--- config.mk ---
export PLATFORM = sky130hd
export DESIGN_NAME = serial_unit
export DESIGN_NICKNAME = d
export VERILOG_FILES = /design/src/fifo2.v /design/src/serial_unit.v
export VERILOG_INCLUDE_DIRS = /design/src
export SDC_FILE = /design/constraint.sdc
export NUM_CORES = 1
export LEC_CHECK = 0
export BUFFER_PORTS_ARGS = -buffer_cell sky130_fd_sc_hd__buf_2
export CAP_MARGIN = 20
export CORE_MARGIN = 3
export CORE_UTILIZATION = 50
export DETAILED_ROUTE_END_ITERATION = 16
export GPL_TIMING_DRIVEN = 0
export PLACE_DENSITY = 0.78
export SLEW_MARGIN = 25
export SYNTH_ARGS = -nofsm -noshare
export SYNTH_HDL_FRONTEND = slang
export SYNTH_SLANG_ARGS = --single-unit
--- constraint.sdc ---
create_clock -name mclk -period 2.1 [get_ports mclk]
set_input_delay 0.105 -clock mclk [delete_from_list [all_inputs] [get_ports mclk]]
set_output_delay 0.105 -clock mclk [all_outputs]
set_load 0.1 [all_outputs]
--- src/serial_unit_defs.vh ---
// register offsets, field positions, reset values and sync layout of the serial unit
`ifndef SERIAL_UNIT_DEFS_VH
`define SERIAL_UNIT_DEFS_VH

`define OFS_PRIMARY_CONTROL   8'h00
`define OFS_SECONDARY_CONTROL 8'h04
`define OFS_IRQ_ENABLE_SET    8'h16
`define OFS_SYNC_STATUS       8'h1C
`define OFS_ADDRESS_MATCH     8'h24

`define RST_PRIMARY_CONTROL   32'h00000000
`define RST_SECONDARY_CONTROL 32'h00000000
`define RST_ADDRESS_MATCH     32'h00000000
`define RST_IRQ_ENABLE        8'h00

`define BIT_SOFT_RESET        0
`define BIT_ENABLE            1
`define BIT_DATA_ORDER        30
`define BIT_CLOCK_POLARITY    29
`define BIT_CLOCK_PHASE       28
`define FRAME_FORMAT_HI       27
`define FRAME_FORMAT_LO       24
`define DATA_IN_PINOUT_HI     21
`define DATA_IN_PINOUT_LO     20
`define BIT_RX_ENABLE         17

`define FORMAT_PLAIN          4'h0
`define FORMAT_WITH_ADDRESS   4'h2

`define IRQ_EN_MASTER_ON_BUS  0
`define IRQ_EN_SLAVE_ON_BUS   1
`define IRQ_EN_ERROR          7
`define IRQ_EN_WRITABLE       8'h83

`define SYNC_SOFT_RESET       0
`define SYNC_ENABLE           1
`define SYNC_SECONDARY        2
`define SYNC_CHANNELS         3

`define FIFO_WIDTH            8
`define FIFO_DEPTH            2

`endif

--- src/fifo2.v ---
// two-entry first-in first-out buffer with valid and ready on both sides
`timescale 1ns/1ps
`include "serial_unit_defs.vh"

module fifo2 (
    input  wire                     mclk,
    input  wire                     reset_n,
    input  wire                     flush,
    input  wire                     inValid,
    output wire                     inReady,
    input  wire [`FIFO_WIDTH-1:0]   inData,
    output wire                     outValid,
    input  wire                     outReady,
    output reg  [`FIFO_WIDTH-1:0]   outData
);
    reg  [`FIFO_WIDTH-1:0] spare_q;
    reg  [1:0]             count_q;
    wire                   push;
    wire                   pop;

    // head word always sits in outData so the data output comes from a flop
    assign inReady  = (count_q != 2'd2);
    assign outValid = (count_q != 2'd0);
    assign push     = inValid & inReady;
    assign pop      = outValid & outReady;

    always @(posedge mclk) begin
        if (!reset_n || flush) begin
            count_q <= 2'd0;
            spare_q <= {`FIFO_WIDTH{1'b0}};
            outData <= {`FIFO_WIDTH{1'b0}};
        end else begin
            case ({push, pop})
                2'b10: begin
                    if (count_q == 2'd0)
                        outData <= inData;
                    else
                        spare_q <= inData;
                    count_q <= count_q + 2'd1;
                end
                2'b01: begin
                    outData <= spare_q;
                    count_q <= count_q - 2'd1;
                end
                2'b11: begin
                    // simultaneous push and pop: head moves on, new word becomes head when it was alone, else sits behind it
                    if (count_q == 2'd1)
                        outData <= inData;
                    else begin
                        outData <= spare_q;
                        spare_q <= inData;
                    end
                end
                default: begin
                    count_q <= count_q;
                end
            endcase
        end
    end
endmodule // fifo2

--- src/serial_unit.v ---
// serial unit: register slave, sync busy handshakes and spi slave receive path
// Behaviour
// when enabled, writing secondary_control sets its busy flag until synchronized
// write to secondary_control while its busy flag is set gets a bus error
// writing the enable bit sets the enable busy flag until synchronized; code sets it only when the written value differs from the current bit
// during enable sync, writes other than soft_reset are dropped with error
// writing soft_reset sets the reset busy flag until synchronized
// during reset sync, all writes are dropped and answered with error
// data order 0 shifts msb first, 1 shifts lsb first
// clock_polarity sets serial clock idle level and leading edge direction
// clock_phase 0 samples leading, 1 samples trailing edge
// polarity and phase apply directly, no busy flag
// frame_format 0x0 plain frame, 0x2 frame with address, others reserved
// with address format, first received byte compared with address match
// data_in_pinout picks the pad carrying serial_input
// data_in_pinout applies directly, no busy flag
// writing 1 at bit 7 of irq enable set enables error interrupt
// writing 1 at bit 1 enables slave on bus interrupt
// writing 1 at bit 0 enables master on bus interrupt
// busy clears only after value crossed to core and was acknowledged back
`timescale 1ns/1ps
`include "serial_unit_defs.vh"

module serial_unit (
    input  wire                    mclk,
    input  wire                    reset_n,
    input  wire                    psel,
    input  wire                    penable,
    input  wire                    pwrite,
    input  wire [7:0]              paddr,
    input  wire [31:0]             pwdata,
    output reg  [31:0]             prdata,
    output wire                    pready,
    output wire                    pslverr,
    input  wire                    sck,
    input  wire                    selectN,
    input  wire [3:0]              pad,
    output reg                     misoOut,
    output reg                     misoOe,
    input  wire [7:0]              txData,
    output wire                    rxValid,
    input  wire                    rxReady,
    output wire [7:0]              rxData,
    output reg                     rxOverflow,
    output reg  [7:0]              irqEnable
);
    reg  [31:0]                primary_q;
    reg  [31:0]                secondary_q;
    reg  [31:0]                addrMatch_q;
    reg  [`SYNC_CHANNELS-1:0]  busy_q;
    reg  [`SYNC_CHANNELS-1:0]  req_q;
    reg  [`SYNC_CHANNELS-1:0]  reqS1_q;
    reg  [`SYNC_CHANNELS-1:0]  reqS2_q;
    reg  [`SYNC_CHANNELS-1:0]  ack_q;
    reg  [`SYNC_CHANNELS-1:0]  ackS1_q;
    reg  [`SYNC_CHANNELS-1:0]  ackS2_q;
    reg                        coreEnable_q;
    reg  [31:0]                coreSecondary_q;
    wire [`SYNC_CHANNELS-1:0]  done;
    wire [`SYNC_CHANNELS-1:0]  coreSeen;
    wire                       wrAccess;
    wire                       hitPrimary;
    wire                       hitSecondary;
    wire                       resetWrite;
    reg                        wrError;
    wire                       wrOk;

    // a completed sync is an acknowledge toggle back on the bus side matching the request
    assign done     = busy_q & ~(ackS2_q ^ req_q);
    assign coreSeen = reqS2_q ^ ack_q;

    assign pready       = 1'b1;
    assign wrAccess     = psel & penable & pwrite;
    assign hitPrimary   = (paddr == `OFS_PRIMARY_CONTROL);
    assign hitSecondary = (paddr == `OFS_SECONDARY_CONTROL);
    assign resetWrite   = hitPrimary & pwdata[`BIT_SOFT_RESET];

    // error answer for writes that sync in progress forbids
    always @* begin
        wrError = 1'b0;
        if (busy_q[`SYNC_SOFT_RESET])
            wrError = 1'b1;
        else if (busy_q[`SYNC_ENABLE] && !resetWrite)
            wrError = 1'b1;
        else if (hitSecondary && busy_q[`SYNC_SECONDARY])
            wrError = 1'b1;
    end
    assign pslverr = wrAccess & wrError;
    assign wrOk    = wrAccess & ~wrError;

    // bus side registers and busy flags
    always @(posedge mclk) begin
        if (!reset_n || done[`SYNC_SOFT_RESET]) begin
            // soft reset returns registers and busy flags, not the request toggles, once the core has taken it
            primary_q   <= `RST_PRIMARY_CONTROL;
            secondary_q <= `RST_SECONDARY_CONTROL;
            addrMatch_q <= `RST_ADDRESS_MATCH;
            irqEnable   <= `RST_IRQ_ENABLE;
            busy_q      <= {`SYNC_CHANNELS{1'b0}};
            if (!reset_n)
                req_q <= {`SYNC_CHANNELS{1'b0}};
        end else begin
            busy_q <= busy_q & ~done;
            if (wrOk && hitPrimary) begin
                if (pwdata[`BIT_SOFT_RESET]) begin
                    primary_q[`BIT_SOFT_RESET] <= 1'b1;
                    busy_q[`SYNC_SOFT_RESET]   <= 1'b1;
                    req_q[`SYNC_SOFT_RESET]    <= ~req_q[`SYNC_SOFT_RESET];
                end else begin
                    // polarity, phase, order, format and pinout land at once
                    primary_q <= pwdata;
                    if (pwdata[`BIT_ENABLE] != primary_q[`BIT_ENABLE]) begin
                        busy_q[`SYNC_ENABLE] <= 1'b1;
                        req_q[`SYNC_ENABLE]  <= ~req_q[`SYNC_ENABLE];
                    end
                end
            end
            if (wrOk && hitSecondary) begin
                secondary_q <= pwdata;
                if (primary_q[`BIT_ENABLE]) begin
                    busy_q[`SYNC_SECONDARY] <= 1'b1;
                    req_q[`SYNC_SECONDARY]  <= ~req_q[`SYNC_SECONDARY];
                end
            end
            if (wrOk && paddr == `OFS_ADDRESS_MATCH)
                addrMatch_q <= pwdata;
            if (wrOk && paddr == `OFS_IRQ_ENABLE_SET)
                irqEnable <= irqEnable | (pwdata[7:0] & `IRQ_EN_WRITABLE);
        end
    end

    // request toggles into the core stage, acknowledge toggles back
    always @(posedge mclk) begin
        if (!reset_n) begin
            reqS1_q <= {`SYNC_CHANNELS{1'b0}};
            reqS2_q <= {`SYNC_CHANNELS{1'b0}};
            ack_q   <= {`SYNC_CHANNELS{1'b0}};
            ackS1_q <= {`SYNC_CHANNELS{1'b0}};
            ackS2_q <= {`SYNC_CHANNELS{1'b0}};
        end else begin
            reqS1_q <= req_q;
            reqS2_q <= reqS1_q;
            ack_q   <= reqS2_q;
            ackS1_q <= ack_q;
            ackS2_q <= ackS1_q;
        end
    end

    // core copies only change when their request arrives; bus values are frozen while busy
    always @(posedge mclk) begin
        if (!reset_n || coreSeen[`SYNC_SOFT_RESET]) begin
            coreEnable_q    <= 1'b0;
            coreSecondary_q <= `RST_SECONDARY_CONTROL;
        end else begin
            if (coreSeen[`SYNC_ENABLE])
                coreEnable_q <= primary_q[`BIT_ENABLE];
            if (coreSeen[`SYNC_SECONDARY])
                coreSecondary_q <= secondary_q;
        end
    end

    // register read mux, unmapped offsets read zero
    always @* begin
        case (paddr)
            `OFS_PRIMARY_CONTROL:   prdata = primary_q;
            `OFS_SECONDARY_CONTROL: prdata = secondary_q;
            `OFS_IRQ_ENABLE_SET:    prdata = {24'h000000, irqEnable};
            `OFS_SYNC_STATUS:       prdata = {29'h00000000, busy_q};
            `OFS_ADDRESS_MATCH:     prdata = addrMatch_q;
            default:                prdata = 32'h00000000;
        endcase
    end

    // link pins: three flops, a change counts when stages two and three agree
    reg  [5:0] pinS1_q;
    reg  [5:0] pinS2_q;
    reg  [5:0] pinS3_q;
    reg  [5:0] pinF_q;
    reg        sckPrev_q;
    wire [5:0] pinRaw;

    assign pinRaw = {sck, selectN, pad};

    always @(posedge mclk) begin
        if (!reset_n) begin
            pinS1_q   <= 6'h10;
            pinS2_q   <= 6'h10;
            pinS3_q   <= 6'h10;
            pinF_q    <= 6'h10;
            sckPrev_q <= 1'b0;
        end else begin
            pinS1_q   <= pinRaw;
            pinS2_q   <= pinS1_q;
            pinS3_q   <= pinS2_q;
            pinF_q    <= (pinF_q & (pinS2_q ^ pinS3_q)) | (pinS2_q & ~(pinS2_q ^ pinS3_q));
            sckPrev_q <= pinF_q[5];
        end
    end

    wire       sckF      = pinF_q[5];
    wire       selected  = ~pinF_q[4];
    wire       clock_polarity      = primary_q[`BIT_CLOCK_POLARITY];
    wire       clock_phase      = primary_q[`BIT_CLOCK_PHASE];
    wire       lsbFirst  = primary_q[`BIT_DATA_ORDER];
    wire [3:0] format    = primary_q[`FRAME_FORMAT_HI:`FRAME_FORMAT_LO];
    wire [1:0] pinout    = primary_q[`DATA_IN_PINOUT_HI:`DATA_IN_PINOUT_LO];
    wire       sckEdge   = sckF ^ sckPrev_q;
    // leading edge leaves the idle level
    wire       leading   = sckEdge & (sckPrev_q == clock_polarity);
    wire       trailing  = sckEdge & (sckPrev_q != clock_polarity);
    wire       sampleEdg = clock_phase ? trailing : leading;
    wire       changeEdg = clock_phase ? leading : trailing;
    wire       serialIn  = pinF_q[pinout];
    wire       active    = selected & coreEnable_q & coreSecondary_q[`BIT_RX_ENABLE];
    wire       addrMode  = (format == `FORMAT_WITH_ADDRESS);
    wire       known     = (format == `FORMAT_PLAIN) | addrMode;

    reg  [7:0] rxShift_q;
    reg  [7:0] txShift_q;
    reg  [2:0] bitCnt_q;
    reg        firstByte_q;
    reg        dropFrame_q;
    reg        pushValid_q;
    reg  [7:0] pushData_q;
    reg        selPrev_q;
    wire [7:0] rxNext;
    wire       pushReady;

    assign rxNext = lsbFirst ? {serialIn, rxShift_q[7:1]} : {rxShift_q[6:0], serialIn};

    // receive shifter, address check and hand-off to the buffer
    always @(posedge mclk) begin
        if (!reset_n) begin
            rxShift_q   <= 8'h00;
            bitCnt_q    <= 3'd0;
            firstByte_q <= 1'b1;
            dropFrame_q <= 1'b0;
            pushValid_q <= 1'b0;
            pushData_q  <= 8'h00;
            rxOverflow  <= 1'b0;
            selPrev_q   <= 1'b0;
        end else begin
            selPrev_q <= selected;
            if (pushValid_q && pushReady)
                pushValid_q <= 1'b0;
            // clear comes first so a loss in the same cycle still shows
            if (wrOk && hitPrimary)
                rxOverflow <= 1'b0;
            if (!active) begin
                bitCnt_q    <= 3'd0;
                firstByte_q <= 1'b1;
                dropFrame_q <= 1'b0;
            end else if (sampleEdg && known) begin
                rxShift_q <= rxNext;
                bitCnt_q  <= bitCnt_q + 3'd1;
                if (bitCnt_q == 3'd7) begin
                    firstByte_q <= 1'b0;
                    if (addrMode && firstByte_q)
                        dropFrame_q <= (rxNext != addrMatch_q[7:0]);
                    else if (!dropFrame_q) begin
                        // spi cannot be held off, so a word with no room is counted lost
                        if (pushValid_q && !pushReady)
                            rxOverflow <= 1'b1;
                        else begin
                            pushValid_q <= 1'b1;
                            pushData_q  <= rxNext;
                        end
                    end
                end
            end
        end
    end

    // transmit shifter reloads at each byte boundary and drives only while selected
    always @(posedge mclk) begin
        if (!reset_n) begin
            txShift_q <= 8'h00;
            misoOut   <= 1'b0;
            misoOe    <= 1'b0;
        end else begin
            misoOe <= active;
            if (selected && !selPrev_q)
                txShift_q <= txData;
            else if (active && changeEdg) begin
                if (bitCnt_q == 3'd0)
                    txShift_q <= txData;
                else if (lsbFirst)
                    txShift_q <= {1'b0, txShift_q[7:1]};
                else
                    txShift_q <= {txShift_q[6:0], 1'b0};
            end
            misoOut <= lsbFirst ? txShift_q[0] : txShift_q[7];
        end
    end

    fifo2 rxBuffer (
        .mclk     (mclk),
        .reset_n  (reset_n),
        .flush    (coreSeen[`SYNC_SOFT_RESET]),
        .inValid  (pushValid_q),
        .inReady  (pushReady),
        .inData   (pushData_q),
        .outValid (rxValid),
        .outReady (rxReady),
        .outData  (rxData)
    );
endmodule // serial_unit

Word level (Yosys, flattened, before mapping)
Index checks and enable logic that the tools add are counted.

cells by class
  $add $sub $neg = 3
  $mul = 0
  div/mod/pow operators = 0
  order comparisons = 1
  equality and inequality tests = 19
  shifts and indexed selects = 0
  multiplexer cells = 50
  bitwise logic cells = 34
  reductions and logical operators = 43

operator list
  cell                  number
  $pmux W32 S5          1
  $mux W8               9
  $mux W1               32
  $pmux W8 S3           1
  $reduce_bool A2 Y1    9
  $eq A8 B5 Y1 const B  2
  $pmux W8 S2           1
  $reduce_and A2 Y1     7
  $and A6 B6 Y6         2
  $logic_and A1 B1 Y1   12
  $and A1 B1 Y1         11
  $not A1 Y1            9
  $reduce_and A3 Y1     3
  $eq A8 B3 Y1 const B  1
  $eq A8 B6 Y1 const B  1
  $logic_not A8 Y1      1
  $ne A8 B8 Y1          1
  $or A8 B8 Y8          1
  $and A3 B3 Y3         2
  $mux W3               2
  $ne A2 B2 Y1 const B  3
  $not A3 Y3            2
  $not A6 Y6            1
  $or A6 B6 Y6          1
  other kinds (25)      35

word-level totals
  flip-flop bits (word level) = 221
  latch bits = 0
  memory bits (writable) = 0
  memory bits (read-only) = 0
  input port bits = 60
  output and inout bits = 54
  logic and storage cells = 185
  memories = 0

Logic depth before layout (Yosys ltp)
Gate-level depths: netlist of run 1.

  word-level depth = 16
  gate-level depth with buffers = 11
  depth with buffers taken out = 10

Cells and area by module
Synthesis of run 1 repeated with hierarchy kept, for this count alone.

unflattened totals
  cell total of the unflattened synthesis = 1062
  area total of the unflattened synthesis = 8799.7 sq um

modules (own cells, without submodules)
  module       times used  cells each  area an instance (sq um)
  serial_unit  1           946         7766.2
  fifo2        1           116         1033.5

Worst setup path before layout of run 1
No wires, ideal clock.

  path kind = input-to-output
  start point = input port paddr[0]
  end point = output port prdata[7]
  data arrival time = 2.722 ns
  data required time = 1.995 ns
  setup slack = -0.727 ns
  stages on the path = 3
  buffers on the path = 0
  cells stage by stage = nor3_2 nand2_1 o21ai_0

on the way
  longest elaborated chain between the ends = 2
  elaborated cells between the ends (all ways) = 6
  those cells by class = 4 x eq/ne; 1 x mux; 1 x reduce/logical

RTL lines
  element                               line               text
  from (decl)                           serial_unit.v:30   input wire [7:0] paddr,
  $eq A8 B6 Y1 (tied with other cells)  serial_unit.v:164  case (paddr)
  $pmux W32 S5 (*)                      serial_unit.v:164
  to (decl)                             serial_unit.v:32   output reg [31:0] prdata,

Mark *: on every way between the ends. The rest lies on a longest branch, timed or not.

Worst setup path after layout of run 1
  start point = register busy_q[0]
  end point = register primary_q[30]

on the way
  longest elaborated chain between the ends = 5
  elaborated cells between the ends (all ways) = 7
  those cells by class = 1 x mux; 3 x bitwise; 3 x reduce/logical

RTL lines
  element                      line               text
  from (decl)                  serial_unit.v:50   reg [`SYNC_CHANNELS-1:0] busy_q;
  from (signal assigned)       serial_unit.v:99   busy_q <= {`SYNC_CHANNELS{1'b0}};
  from (signal assigned)       serial_unit.v:103  busy_q <= busy_q & ~done;
  $mux W1                      serial_unit.v:81   if (busy_q[`SYNC_SOFT_RESET])
  $not A1 Y1                   serial_unit.v:89   assign wrOk = wrAccess & ~wrError;
  $and A1 B1 Y1                serial_unit.v:89
  $logic_and A1 B1 Y1          serial_unit.v:104  if (wrOk && hitPrimary) begin
  $reduce_and A2 Y1 (no line)  --
  to (signal assigned)         serial_unit.v:95   primary_q <= `RST_PRIMARY_CONTROL;
  to (signal assigned)         serial_unit.v:111  primary_q <= pwdata;
  to (decl)                    serial_unit.v:47   reg [31:0] primary_q;

Parallel ways exist; a longest one is shown, timed or not.
A chain may end at the register's enable or synchronous reset.

==> impl_results.md, run 1 <==
* Outcome: finished clean
* Largest net degree at the start of global routing at 20
* CP startpoint kind: flop
* R2R setup slack at 7 ps
* Main flop type after synthesis: dfxtp_1
* Drt drc at 0
* CTS H-Tree Depth at 4
* Layout area overhead at 23.5%
* Final hold viol count at 0
* Placeable Area at 0.0168 mm2
* WP data required at 2440 ps
* Fin crit period at 2090 ps
* Row count at 47
* Drt total wl at 22,200 um
* Total Power at 7.45 mW
* Post-Syn Instances at 1,000
* #FFs+latches synth at 199
* Worst r2r src: busy_q[0]
* Vias in the first global route at 7,441
* Top-count cell post-synth: nand2_1
* Syn. warnings at 0
* Met3 WL at 1420 um
* Post-DP HPWL at 15,500 um
* Top cell types by occurrence after synthesis: nand2_1 (244), dfxtp_1 (196), a21oi_1 (109)
* PortBufs at 105
* Slowest CP cell: dfxtp_2
* Fmax at 0.478 GHz
* Yosys cell types at 52
* Fin cells at 1,402
* ANT nets after route at 0
* Met2 routed WL at 10,800 um
* Critical Path End Type: flop
* Sequential element share of the synthesized area at 46.5%
* DR pass1 iterations at 6
* Vert. Die Dim at 137 um
* Util after Layout at 63.7%
* Worst Hold Class: primary input to flop
* Boundary pin count at 114
* Clock buffer depth at 2
* Initial Util at 51.5%
* Final period util at 99.7%
* Post-synth EDFFs at 3
* Worst Hold Depth at 3
* Post-Syn Area at 0.00864 mm2
* Hold WS at 28.5 ps
* Pwr per Cell Area at 698 mW/mm2
* Largest stage delay, worst path at 370 ps
* Leak at 4.04 nW
* CP cell instances: and4b_2 > nand4_1 > buf_4 > nor3_4 > clkbuf_4 > nand2_1 > a21oi_1
* Gr usage total at 23.9%
* Met1 Wirelength at 9650 um
* Peak supply drop at 0.597 mV
* First-pass GRT wire length at 35,900 um
* Max-cap violations at 0
* Setup tns final at 0 ps
* RD Place Congestion at 0.864
* Top sig layer: met4
* CTS root buf: clkbuf_16
* Skew-Pair Late Insertion Delay at 430 ps
* N_diodes at 0
* RR Endpoint: primary_q[30]
* WL per Instance at 15.8 um
* CP Max Fanout at 10
* Synth async-reset ratio at 0%
* Die Wd at 137 um
* TritonCTS clock tree: built
* Mapped Avg Cell Area at 8.64 um2
* Initial antenna violation count at 0
* Synth area leader: dfxtp_1
* Full die area at 0.0189 mm2
* Hold_sp: pwdata[0]
* Ranking of synthesized cells by area: dfxtp_1 (45%), nand2_1 (11%), a21oi_1 (6.3%)
* Clk slew on worst S/H paths at 70 ps
* Clk sinks at 199
* Via count at 7,593
* Max-slew violations at 0
* Worst-Margin Slew at 724 ps
* WS Path Type: flop to flop
* Via/cell ratio at 5.42
* Slew HR at 51.7%
* Overflow after GRT at 0
* Reg2Reg Depth at 7
* CTS Buf Count at 17
* Clock skew at 7.45 ps
* Hold EP: addrMatch_q[0]
* Final setup fails at 0
* Post-Place Cells at 1,329
* Initial drt markers at 608
* Area share of the leading cell type in the synthesized netlist at 45.4%
* Fraction of layout cells with a size suffix above 1 at 22.9%
* Final nets at 1,238
* WP data arrival at 2430 ps
## worst max-delay path: cells and delay by family (launching register included)
| family | cells | cell delay (ps) |
|---|---|---|
| simple gates | 4 | 880 |
| buf+inv | 2 | 530 |
| compound gates | 1 | 210 |
| flops | 1 | 370 |
## metal layers
layer | track usage, % | vias up
met5 | 0 | -
met1 | 30.2 | 3552
met3 | 4.78 | 35
met4 | 6.43 | 0
met2 | 41.5 | 257
li1 | - | 3749
## registers in the layout (all words and copies together), names as in the netlist, 2 cells and up, named ones only
signal            cells
rxBuffer.outData      8
bitCnt_q              3
pinS3_q               6
pinS1_q               6
txShift_q             8
rxBuffer.count_q      2
reqS1_q               3
rxShift_q             8
addrMatch_q          32
irqEnable             3
pinS2_q               6
primary_q            32
ackS2_q               3
secondary_q          32
req_q                 3
rxBuffer.spare_q      8
pushData_q            8
busy_q                3
ackS1_q               3
reqS2_q               3
ack_q                 3
## logic make-up (layout without fill, tap and decap cells)
group | count (synthesis) | after routing | synth area share [%]
xor gates and xnor gates | 26 | 26 | 2.72
and+or+nand+nor | 387 | 387 | 20.0
adders and majority gates | 9 | 9 | 1.30
AOI/OAI and AO/OA | 229 | 229 | 17.1
muxes | 63 | 63 | 7.95
other | 2 | 6 | 0.0869
DFF | 199 | 199 | 46.5
buffers and inverters | 85 | 263 | 4.33
## how the worst max path moves through the flow
stage | start | slack [ps] | cells past startpoint | end
after floorplan | paddr[2] | -180 | 5 | prdata[10]
after global placement | busy_q[0] | -30 | 6 | primary_q[30]
after detailed placement | busy_q[0] | -20 | 6 | primary_q[30]
after CTS | paddr[2] | 3 | 6 | prdata[1]
after global routing | paddr[0] | -40 | 7 | prdata[7]
final | busy_q[0] | 7 | 7 | primary_q[30]
## placed cells by master, fill, tap and decap left out, types with 6 or more instances in the layout
master / n
a211oi_1: 9
a21boi_0: 12
a21oi_1: 106
a22oi_1: 42
and2_1: 35
buf_2: 109
buf_4: 12
clkbuf_1: 31
clkbuf_16: 17
clkbuf_2: 11
clkbuf_4: 19
conb_1: 6
dfxtp_1: 193
dlygate4sd3_1: 38
ha_1: 7
inv_1: 7
mux2_2: 32
mux2i_1: 28
nand2_1: 242
nand2b_1: 8
nand3_1: 7
nor2_1: 40
nor2_2: 21
nor2b_1: 7
o211a_1: 19
o211ai_1: 6
o21ai_0: 12
o221ai_1: 6
xnor2_1: 12
xor2_1: 13
## where the power goes
| group | switching (mW) | total [mW] | internal (mW) | leakage [nW] |
|---|---|---|---|---|
| Combinational | 0.248 | 0.399 | 0.151 | 2.14 |
| Sequential | 0.0128 | 3.82 | 3.81 | 1.61 |
| Clock | 1.47 | 3.23 | 1.75 | 0.279 |
## cell type report
type,instances,area (um2)
buffer,72,359
clock buffer,21,470
clock inverter,11,113
fill,1413,6090
inverter,11,45.0
multi-input combinational,720,4410
sequential,199,4020
tap,220,275
timing repair buffer,148,981
## per-stage QoR
stage                     setup WS (ps)  cell area, um2
after floorplan                    -180            8790
after global placement            -27.4            9590
after detailed placement          -16.3            9590
after CTS                          2.52           10600
after global routing              -36.6           10700
final                              6.87           10700
## timing repair
| action | CTS | global route |
|---|---|---|
| hold endpoints to repair | 99 | 0 |
| buffers inserted | 2 | 3 |
| setup endpoints to repair | 3 | 129 |
| pin swaps | 0 | 2 |
| gates resized for setup | 2 | 44 |
| gates cloned | 0 | 0 |
| hold buffers | 38 | 0 |
Note: power is estimated with default switching activity, not from simulation.
==> run 2: changes to the inputs <==
--- a/config.mk
+++ b/config.mk
@@ -10,9 +10,10 @@
 export CAP_MARGIN = 20
 export CORE_MARGIN = 3
 export CORE_UTILIZATION = 50
+export CTS_BUF_LIST = sky130_fd_sc_hd__clkbuf_16
 export DETAILED_ROUTE_END_ITERATION = 16
 export GPL_TIMING_DRIVEN = 0
-export PLACE_DENSITY = 0.78
+export PLACE_DENSITY_LB_ADDON = 0.25
 export SLEW_MARGIN = 25
 export SYNTH_ARGS = -nofsm -noshare
 export SYNTH_HDL_FRONTEND = slang
==> run 2 against run 1 <==
- the flow now finishes with violations (negative setup slack)
- combinational power barely moved
- die area is the same
- clock power increased by 8.0%
- cell count about the same
- utilization rose by 0.28 points
- non-clock buffer count shrank 2
- count of clock-buffer cells in the layout shrank 4
- register-to-register slack better by 20 ps
- critical path depth down 1
- sequential power is essentially flat
- via count fell by 0.20%
- critical path type is now primary input to primary output
- largest power group unchanged
- highest routed layer unchanged
==> impl_results.md, run 2 (synthesized netlist as in run 1, its figures left out) <==
* Drt drc at 0
* Clock skew at 10.2 ps
* Boundary pin count at 114
* Pwr per Cell Area at 720 mW/mm2
* Largest net degree at the start of global routing at 18
* Max-cap violations at 0
* Row count at 47
* Full die area at 0.0189 mm2
* Total Power at 7.71 mW
* Via/cell ratio at 5.41
* CP Max Fanout at 10
* Peak supply drop at 0.714 mV
* Commonest non-fill, non-tap cell in the layout: nand2_1
* Clock buffer depth at 2
* Final period util at 100%
* Vias in the first global route at 7,212
* Vert. Die Dim at 137 um
* Final nets at 1,236
* Skew-Pair Late Insertion Delay at 430 ps
* Largest regs: addrMatch_q: 32 flops, primary_q: 32 flops, secondary_q: 32 flops
* Layout area overhead at 24.1%
* CP startpoint kind: primary input
* PortBufs at 105
* Leak at 4.05 nW
* Cell family with most CP delay: simple AND/OR/NAND/NOR gates
* CTS root buf: clkbuf_16
* TritonCTS clock tree: built
* Critical Path End Type: primary output
* Placeable Area at 0.0168 mm2
* CTS H-Tree Depth at 4
* Drt total wl at 22,100 um
* Storage cell area at 0.00402 mm2
* CTS Buf Count at 17
* Place WS at -50.2 ps
* Fillcell total at 1,429
* Initial antenna violation count at 0
* Hold WS at 40.0 ps
* Die Wd at 137 um
* Post-Place Cells at 1,329
* WS Path Type: primary input to primary output
* Unrepaired setup endpoints after global routing: no
* Clk sinks at 199
* Most frequent cells in the layout: nand2_1 (242), dfxtp_1 (194), a21oi_1 (106), buf_2 (103), a22oi_1 (42)
* CP cell instances: buf_2 > nor3_2 > nand2_1 > clkbuf_1 > nor2_1 > buf_2
* WP data required at 2000 ps
* Initial drt markers at 677
* Final setup fails at 1
* Failing checks: negative setup slack
* WP data arrival at 2000 ps
* Fraction of layout cells with a size suffix above 1 at 22.6%
* Outcome: complete, but fails checks
* Largest stage delay, worst path at 450 ps
* Final hold viol count at 0
* Initial Util at 51.5%
* DR pass1 iterations at 5
* WL per Instance at 15.8 um
* Fmax at 0.476 GHz
* Gr usage total at 23.9%
* Multi-input gate area at 0.00441 mm2
* Util after Layout at 63.9%
* Fin crit period at 2100 ps
* RD Place Congestion at 0.880
* Clk slew on worst S/H paths at 70 ps
* Fin cells at 1,401
* Overflow after GRT at 0
* Worst Hold Class: primary input to flop
* Post-DP HPWL at 15,500 um
* Via count at 7,578
* Worst-Margin Slew at 765 ps
* ANT nets after route at 0
* Slew HR at 49.0%
* Max-slew violations at 0
* Fin worst setup slack at -2.97 ps
* Slowest CP cell: nor3_2
* First-pass GRT wire length at 35,800 um
* Buf+Inv Stages, Crit Path at 3
* Most frequent CP cell: buf_2
[run 2: cell count changes in the layout (fill, tap and decap cells not counted), sizes merged]
cell,change
buf,-7
bufinv,+3
diode,+1
dlygate4sd3,+1
inv,+1
[run 2: cell type report]
type | instances | share of cell area [%]
multi-input cells | 720 | 41.1
flip-flops and latches | 199 | 37.5
repair buffers | 145 | 9.18
clock buffers | 17 | 3.97
plain buffers | 73 | 3.37
well taps | 220 | 2.57
clock inverters | 15 | 1.86
inverters | 11 | 0.420
diodes | 1 | 0.0233
[run 2: metal layers]
layer | track usage (%) | part of all wire, % | wire, um | up-vias
li1 | - | - | - | 3746
met1 | 31.1 | 45 | 9930 | 3556
met2 | 40.6 | 48 | 10500 | 253
met3 | 5.15 | 6.4 | 1420 | 23
met4 | 5.32 | 1.0 | 226 | 0
met5 | 0 | 0 | 0 | -
[run 2: what timing repair did]
item | 4_1_cts | 5_1_grt
endpoints found under the hold margin | 103 | 0
setup buffers | 1 | 0
hold buffers | 39 | 0
gates resized for setup | 7 | 50
endpoints found under the setup margin | 14 | 106
[run 2: metrics by stage]
step	setup TNS [ps]	instance area [um2]
CTS	0	10600
global placement	-38.7	9590
finish	-2.97	10700
global route	0	10700
floorplan	-1870	8790
detailed placement	-235	9590
[run 2: worst paths after layout]
check | start | depth (start not counted) | to | slack (ps)
max | paddr[0] | 6 | prdata[5] | -3
min | txData[2] | 3 | txShift_q[2] | 40
max reg2reg | busy_q[0] | 7 | primary_q[30] | 30
min reg2reg | pinS1_q[4] | 1 | pinS2_q[4] | 410
[run 2: worst min-delay path: stages]
cell      delay [ps]
buf_2             80
o211ai_1          80
a21boi_0         150
[run 2: report_power, final]
group	total (mW)	switching (mW)	internal, mW
Combinational	0.399	0.247	0.152
Clock	3.49	1.49	2.00
Sequential	3.82	0.0128	3.81
==> run 3: changes to the inputs <==
--- a/config.mk
+++ b/config.mk
@@ -8,7 +8,7 @@
 export LEC_CHECK = 0
 export BUFFER_PORTS_ARGS = -buffer_cell sky130_fd_sc_hd__buf_2
 export CAP_MARGIN = 20
-export CORE_MARGIN = 3
+export CORE_MARGIN = 8
 export CORE_UTILIZATION = 50
 export CTS_BUF_LIST = sky130_fd_sc_hd__clkbuf_16
 export DETAILED_ROUTE_END_ITERATION = 16
==> constraint.sdc (replaced) <==
create_clock -name mclk -period 2.1 [get_ports mclk]
set_input_delay 0.42 -clock mclk [delete_from_list [all_inputs] [get_ports mclk]]
set_output_delay 0.42 -clock mclk [all_outputs]
set_load 0.1 [all_outputs]
==> run 3 against run 2 <==
- maximum frequency decreased by 0.66%
- design area up 2.4%
- power shrank 3.0%
- non-clock buffer count down 31
- clock power shrank 6.0%
- critical path depth unchanged
- global-route usage shrank 3.1 points
- clock skew is 2.7 ps higher
- the run still ends with negative setup slack left
- wire length increased by 3.1%
- largest power group unchanged
==> impl_results.md, run 3 (synthesized netlist as in run 1, its figures left out) <==
* RD Place Congestion at 0.860
* Leak at 4.05 nW
* Final setup fails at 1
* CTS H-Tree Depth at 4
* Clock skew at 12.9 ps
* First-pass GRT wire length at 37,000 um
* Vert. Die Dim at 147 um
* Largest stage delay, worst path at 340 ps
* Worst Hold Class: primary input to flop
* Layout area overhead at 27.0%
* Die Wd at 147 um
* Via count at 7,453
* Drt drc at 0
* Final hold viol count at 0
* Initial antenna violation count at 0
* Fillcell total at 1,432
* Unrepaired setup endpoints after global routing: yes
* Clk slew on worst S/H paths at 70 ps
* Sequential power share at 51.0%
* Internal power at 5.62 mW
* Fmax at 0.472 GHz
* Largest regs: addrMatch_q: 32 flops, primary_q: 32 flops, secondary_q: 32 flops
* WL per Instance at 16.6 um
* Fin worst setup slack at -17.0 ps
* TritonCTS clock tree: built
* DR pass1 iterations at 6
* Initial Util at 50.5%
* Max-cap violations at 0
* Initial drt markers at 506
* Area after DPL at 0.00982 mm2
* WP data required at 1680 ps
* CTS root buf: clkbuf_16
* Pwr per Cell Area at 682 mW/mm2
* Most frequent cells in the layout: nand2_1 (241), dfxtp_1 (191), a21oi_1 (108), buf_2 (91), and2_1 (35)
* CP Max Fanout at 10
* Post-DP HPWL at 16,200 um
* Drt total wl at 22,800 um
* Largest net degree at the start of global routing at 20
* Final nets at 1,205
* Clk pwr share at 43.9%
* Worst-Margin Slew at 619 ps
* Combinational Power Share at 5.1%
* Place WS at -309 ps
* WP data arrival at 1700 ps
* Clk sinks at 199
* Vias in the first global route at 7,409
* Outcome: complete, but fails checks
* Skew-Pair Late Insertion Delay at 440 ps
* Via/cell ratio at 5.42
* ANT nets after route at 0
* Net Sw Frac at 24.9%
* Commonest non-fill, non-tap cell in the layout: nand2_1
* Row count at 48
* Final period util at 101%
* Overflow after GRT at 0
* Boundary pin count at 114
* CP startpoint kind: primary input
* Fraction of layout cells with a size suffix above 1 at 28.6%
* Gr usage total at 20.8%
* Critical Path End Type: primary output
* Peak supply drop at 0.587 mV
* Fin area at 0.0110 mm2
* Fin crit period at 2120 ps
* Placeable Area at 0.0171 mm2
* Failing checks: negative setup slack
* Max-slew violations at 0
* Slew HR at 57.6%
* Net switching power figure at 1.86 mW
* WS Path Type: primary input to primary output
* Full die area at 0.0217 mm2
* Slowest CP cell: nor3_4
* CP cell instances: buf_2 > nor3_4 > nand2_4 > clkbuf_16 > o22ai_4 > buf_6
* Setup tns final at -17.0 ps
* CTS Buf Count at 17
* Multi-input gate area at 0.00476 mm2
* Clock buffer depth at 2
* PortBufs at 105
* Storage cell area at 0.00402 mm2
-- run 3: routing by layer --
layer	global-route usage, %	part of all wire, %	wire length [um]
met1	25.5	44	10000
met2	34.8	48	11000
met3	4.77	6.2	1410
met4	8.01	1.7	391
met5	0	0	0
-- run 3: repair_timing --
item / 4_1_cts / 5_1_grt
pin swaps: 3 / 6
hold buffers: 0 / 0
resized for setup: 85 / 69
buffers inserted: 2 / 7
endpoints found under the setup margin: 35 / 121
-- run 3: worst max-delay path: cells and delay by family --
family	cells	cell delay [ps]
buffers and inverters	3	600
AOI/OAI and AO/OA	1	170
and+or+nand+nor	2	490
-- run 3: final timing paths --
path	slack, ps	endpoint	depth (start not counted)	startpoint
setup reg to reg	70	primary_q[30]	7	busy_q[0]
hold / removal	180	pinS1_q[5]	2	sck
setup / recovery	-20	prdata[0]	6	paddr[3]
hold reg to reg	430	pinS2_q[4]	1	pinS1_q[4]
-- run 3: area by class of cell --
class / instances / area share (%)
multi-input combinational: 720 / 43.4
sequential: 199 / 36.6
timing repair buffer: 114 / 7.45
buffer: 73 / 4.15
clock buffer: 17 / 3.88
tap: 225 / 2.57
clock inverter: 15 / 1.48
inverter: 11 / 0.411
antenna: 1 / 0.0228
-- run 3: power groups by stage --
| stage | logic, mW | registers (mW) | clock network [mW] |
|---|---|---|---|
| CTS | 0.365 | 3.82 | 3.33 |
| floorplan | 0.202 | 3.91 | 0 |
| global placement | 0.344 | 3.91 | 0 |
| detailed placement | 0.345 | 3.91 | 0 |
| global route | 0.404 | 3.82 | 3.49 |
| finish | 0.380 | 3.82 | 3.28 |
-- run 3: per-stage QoR --
step           hold WS [ps]  utilization (%)  std cells  total power, mW
2_1_floorplan           386                -       1004             4.11
3_3_place_gp            395             57.4       1334             4.25
3_5_place_dp            396             57.4       1334             4.25
4_1_cts                 162             62.7       1367             7.51
5_1_grt                 178             64.1       1374             7.71
6_report                181             64.1       1375             7.48
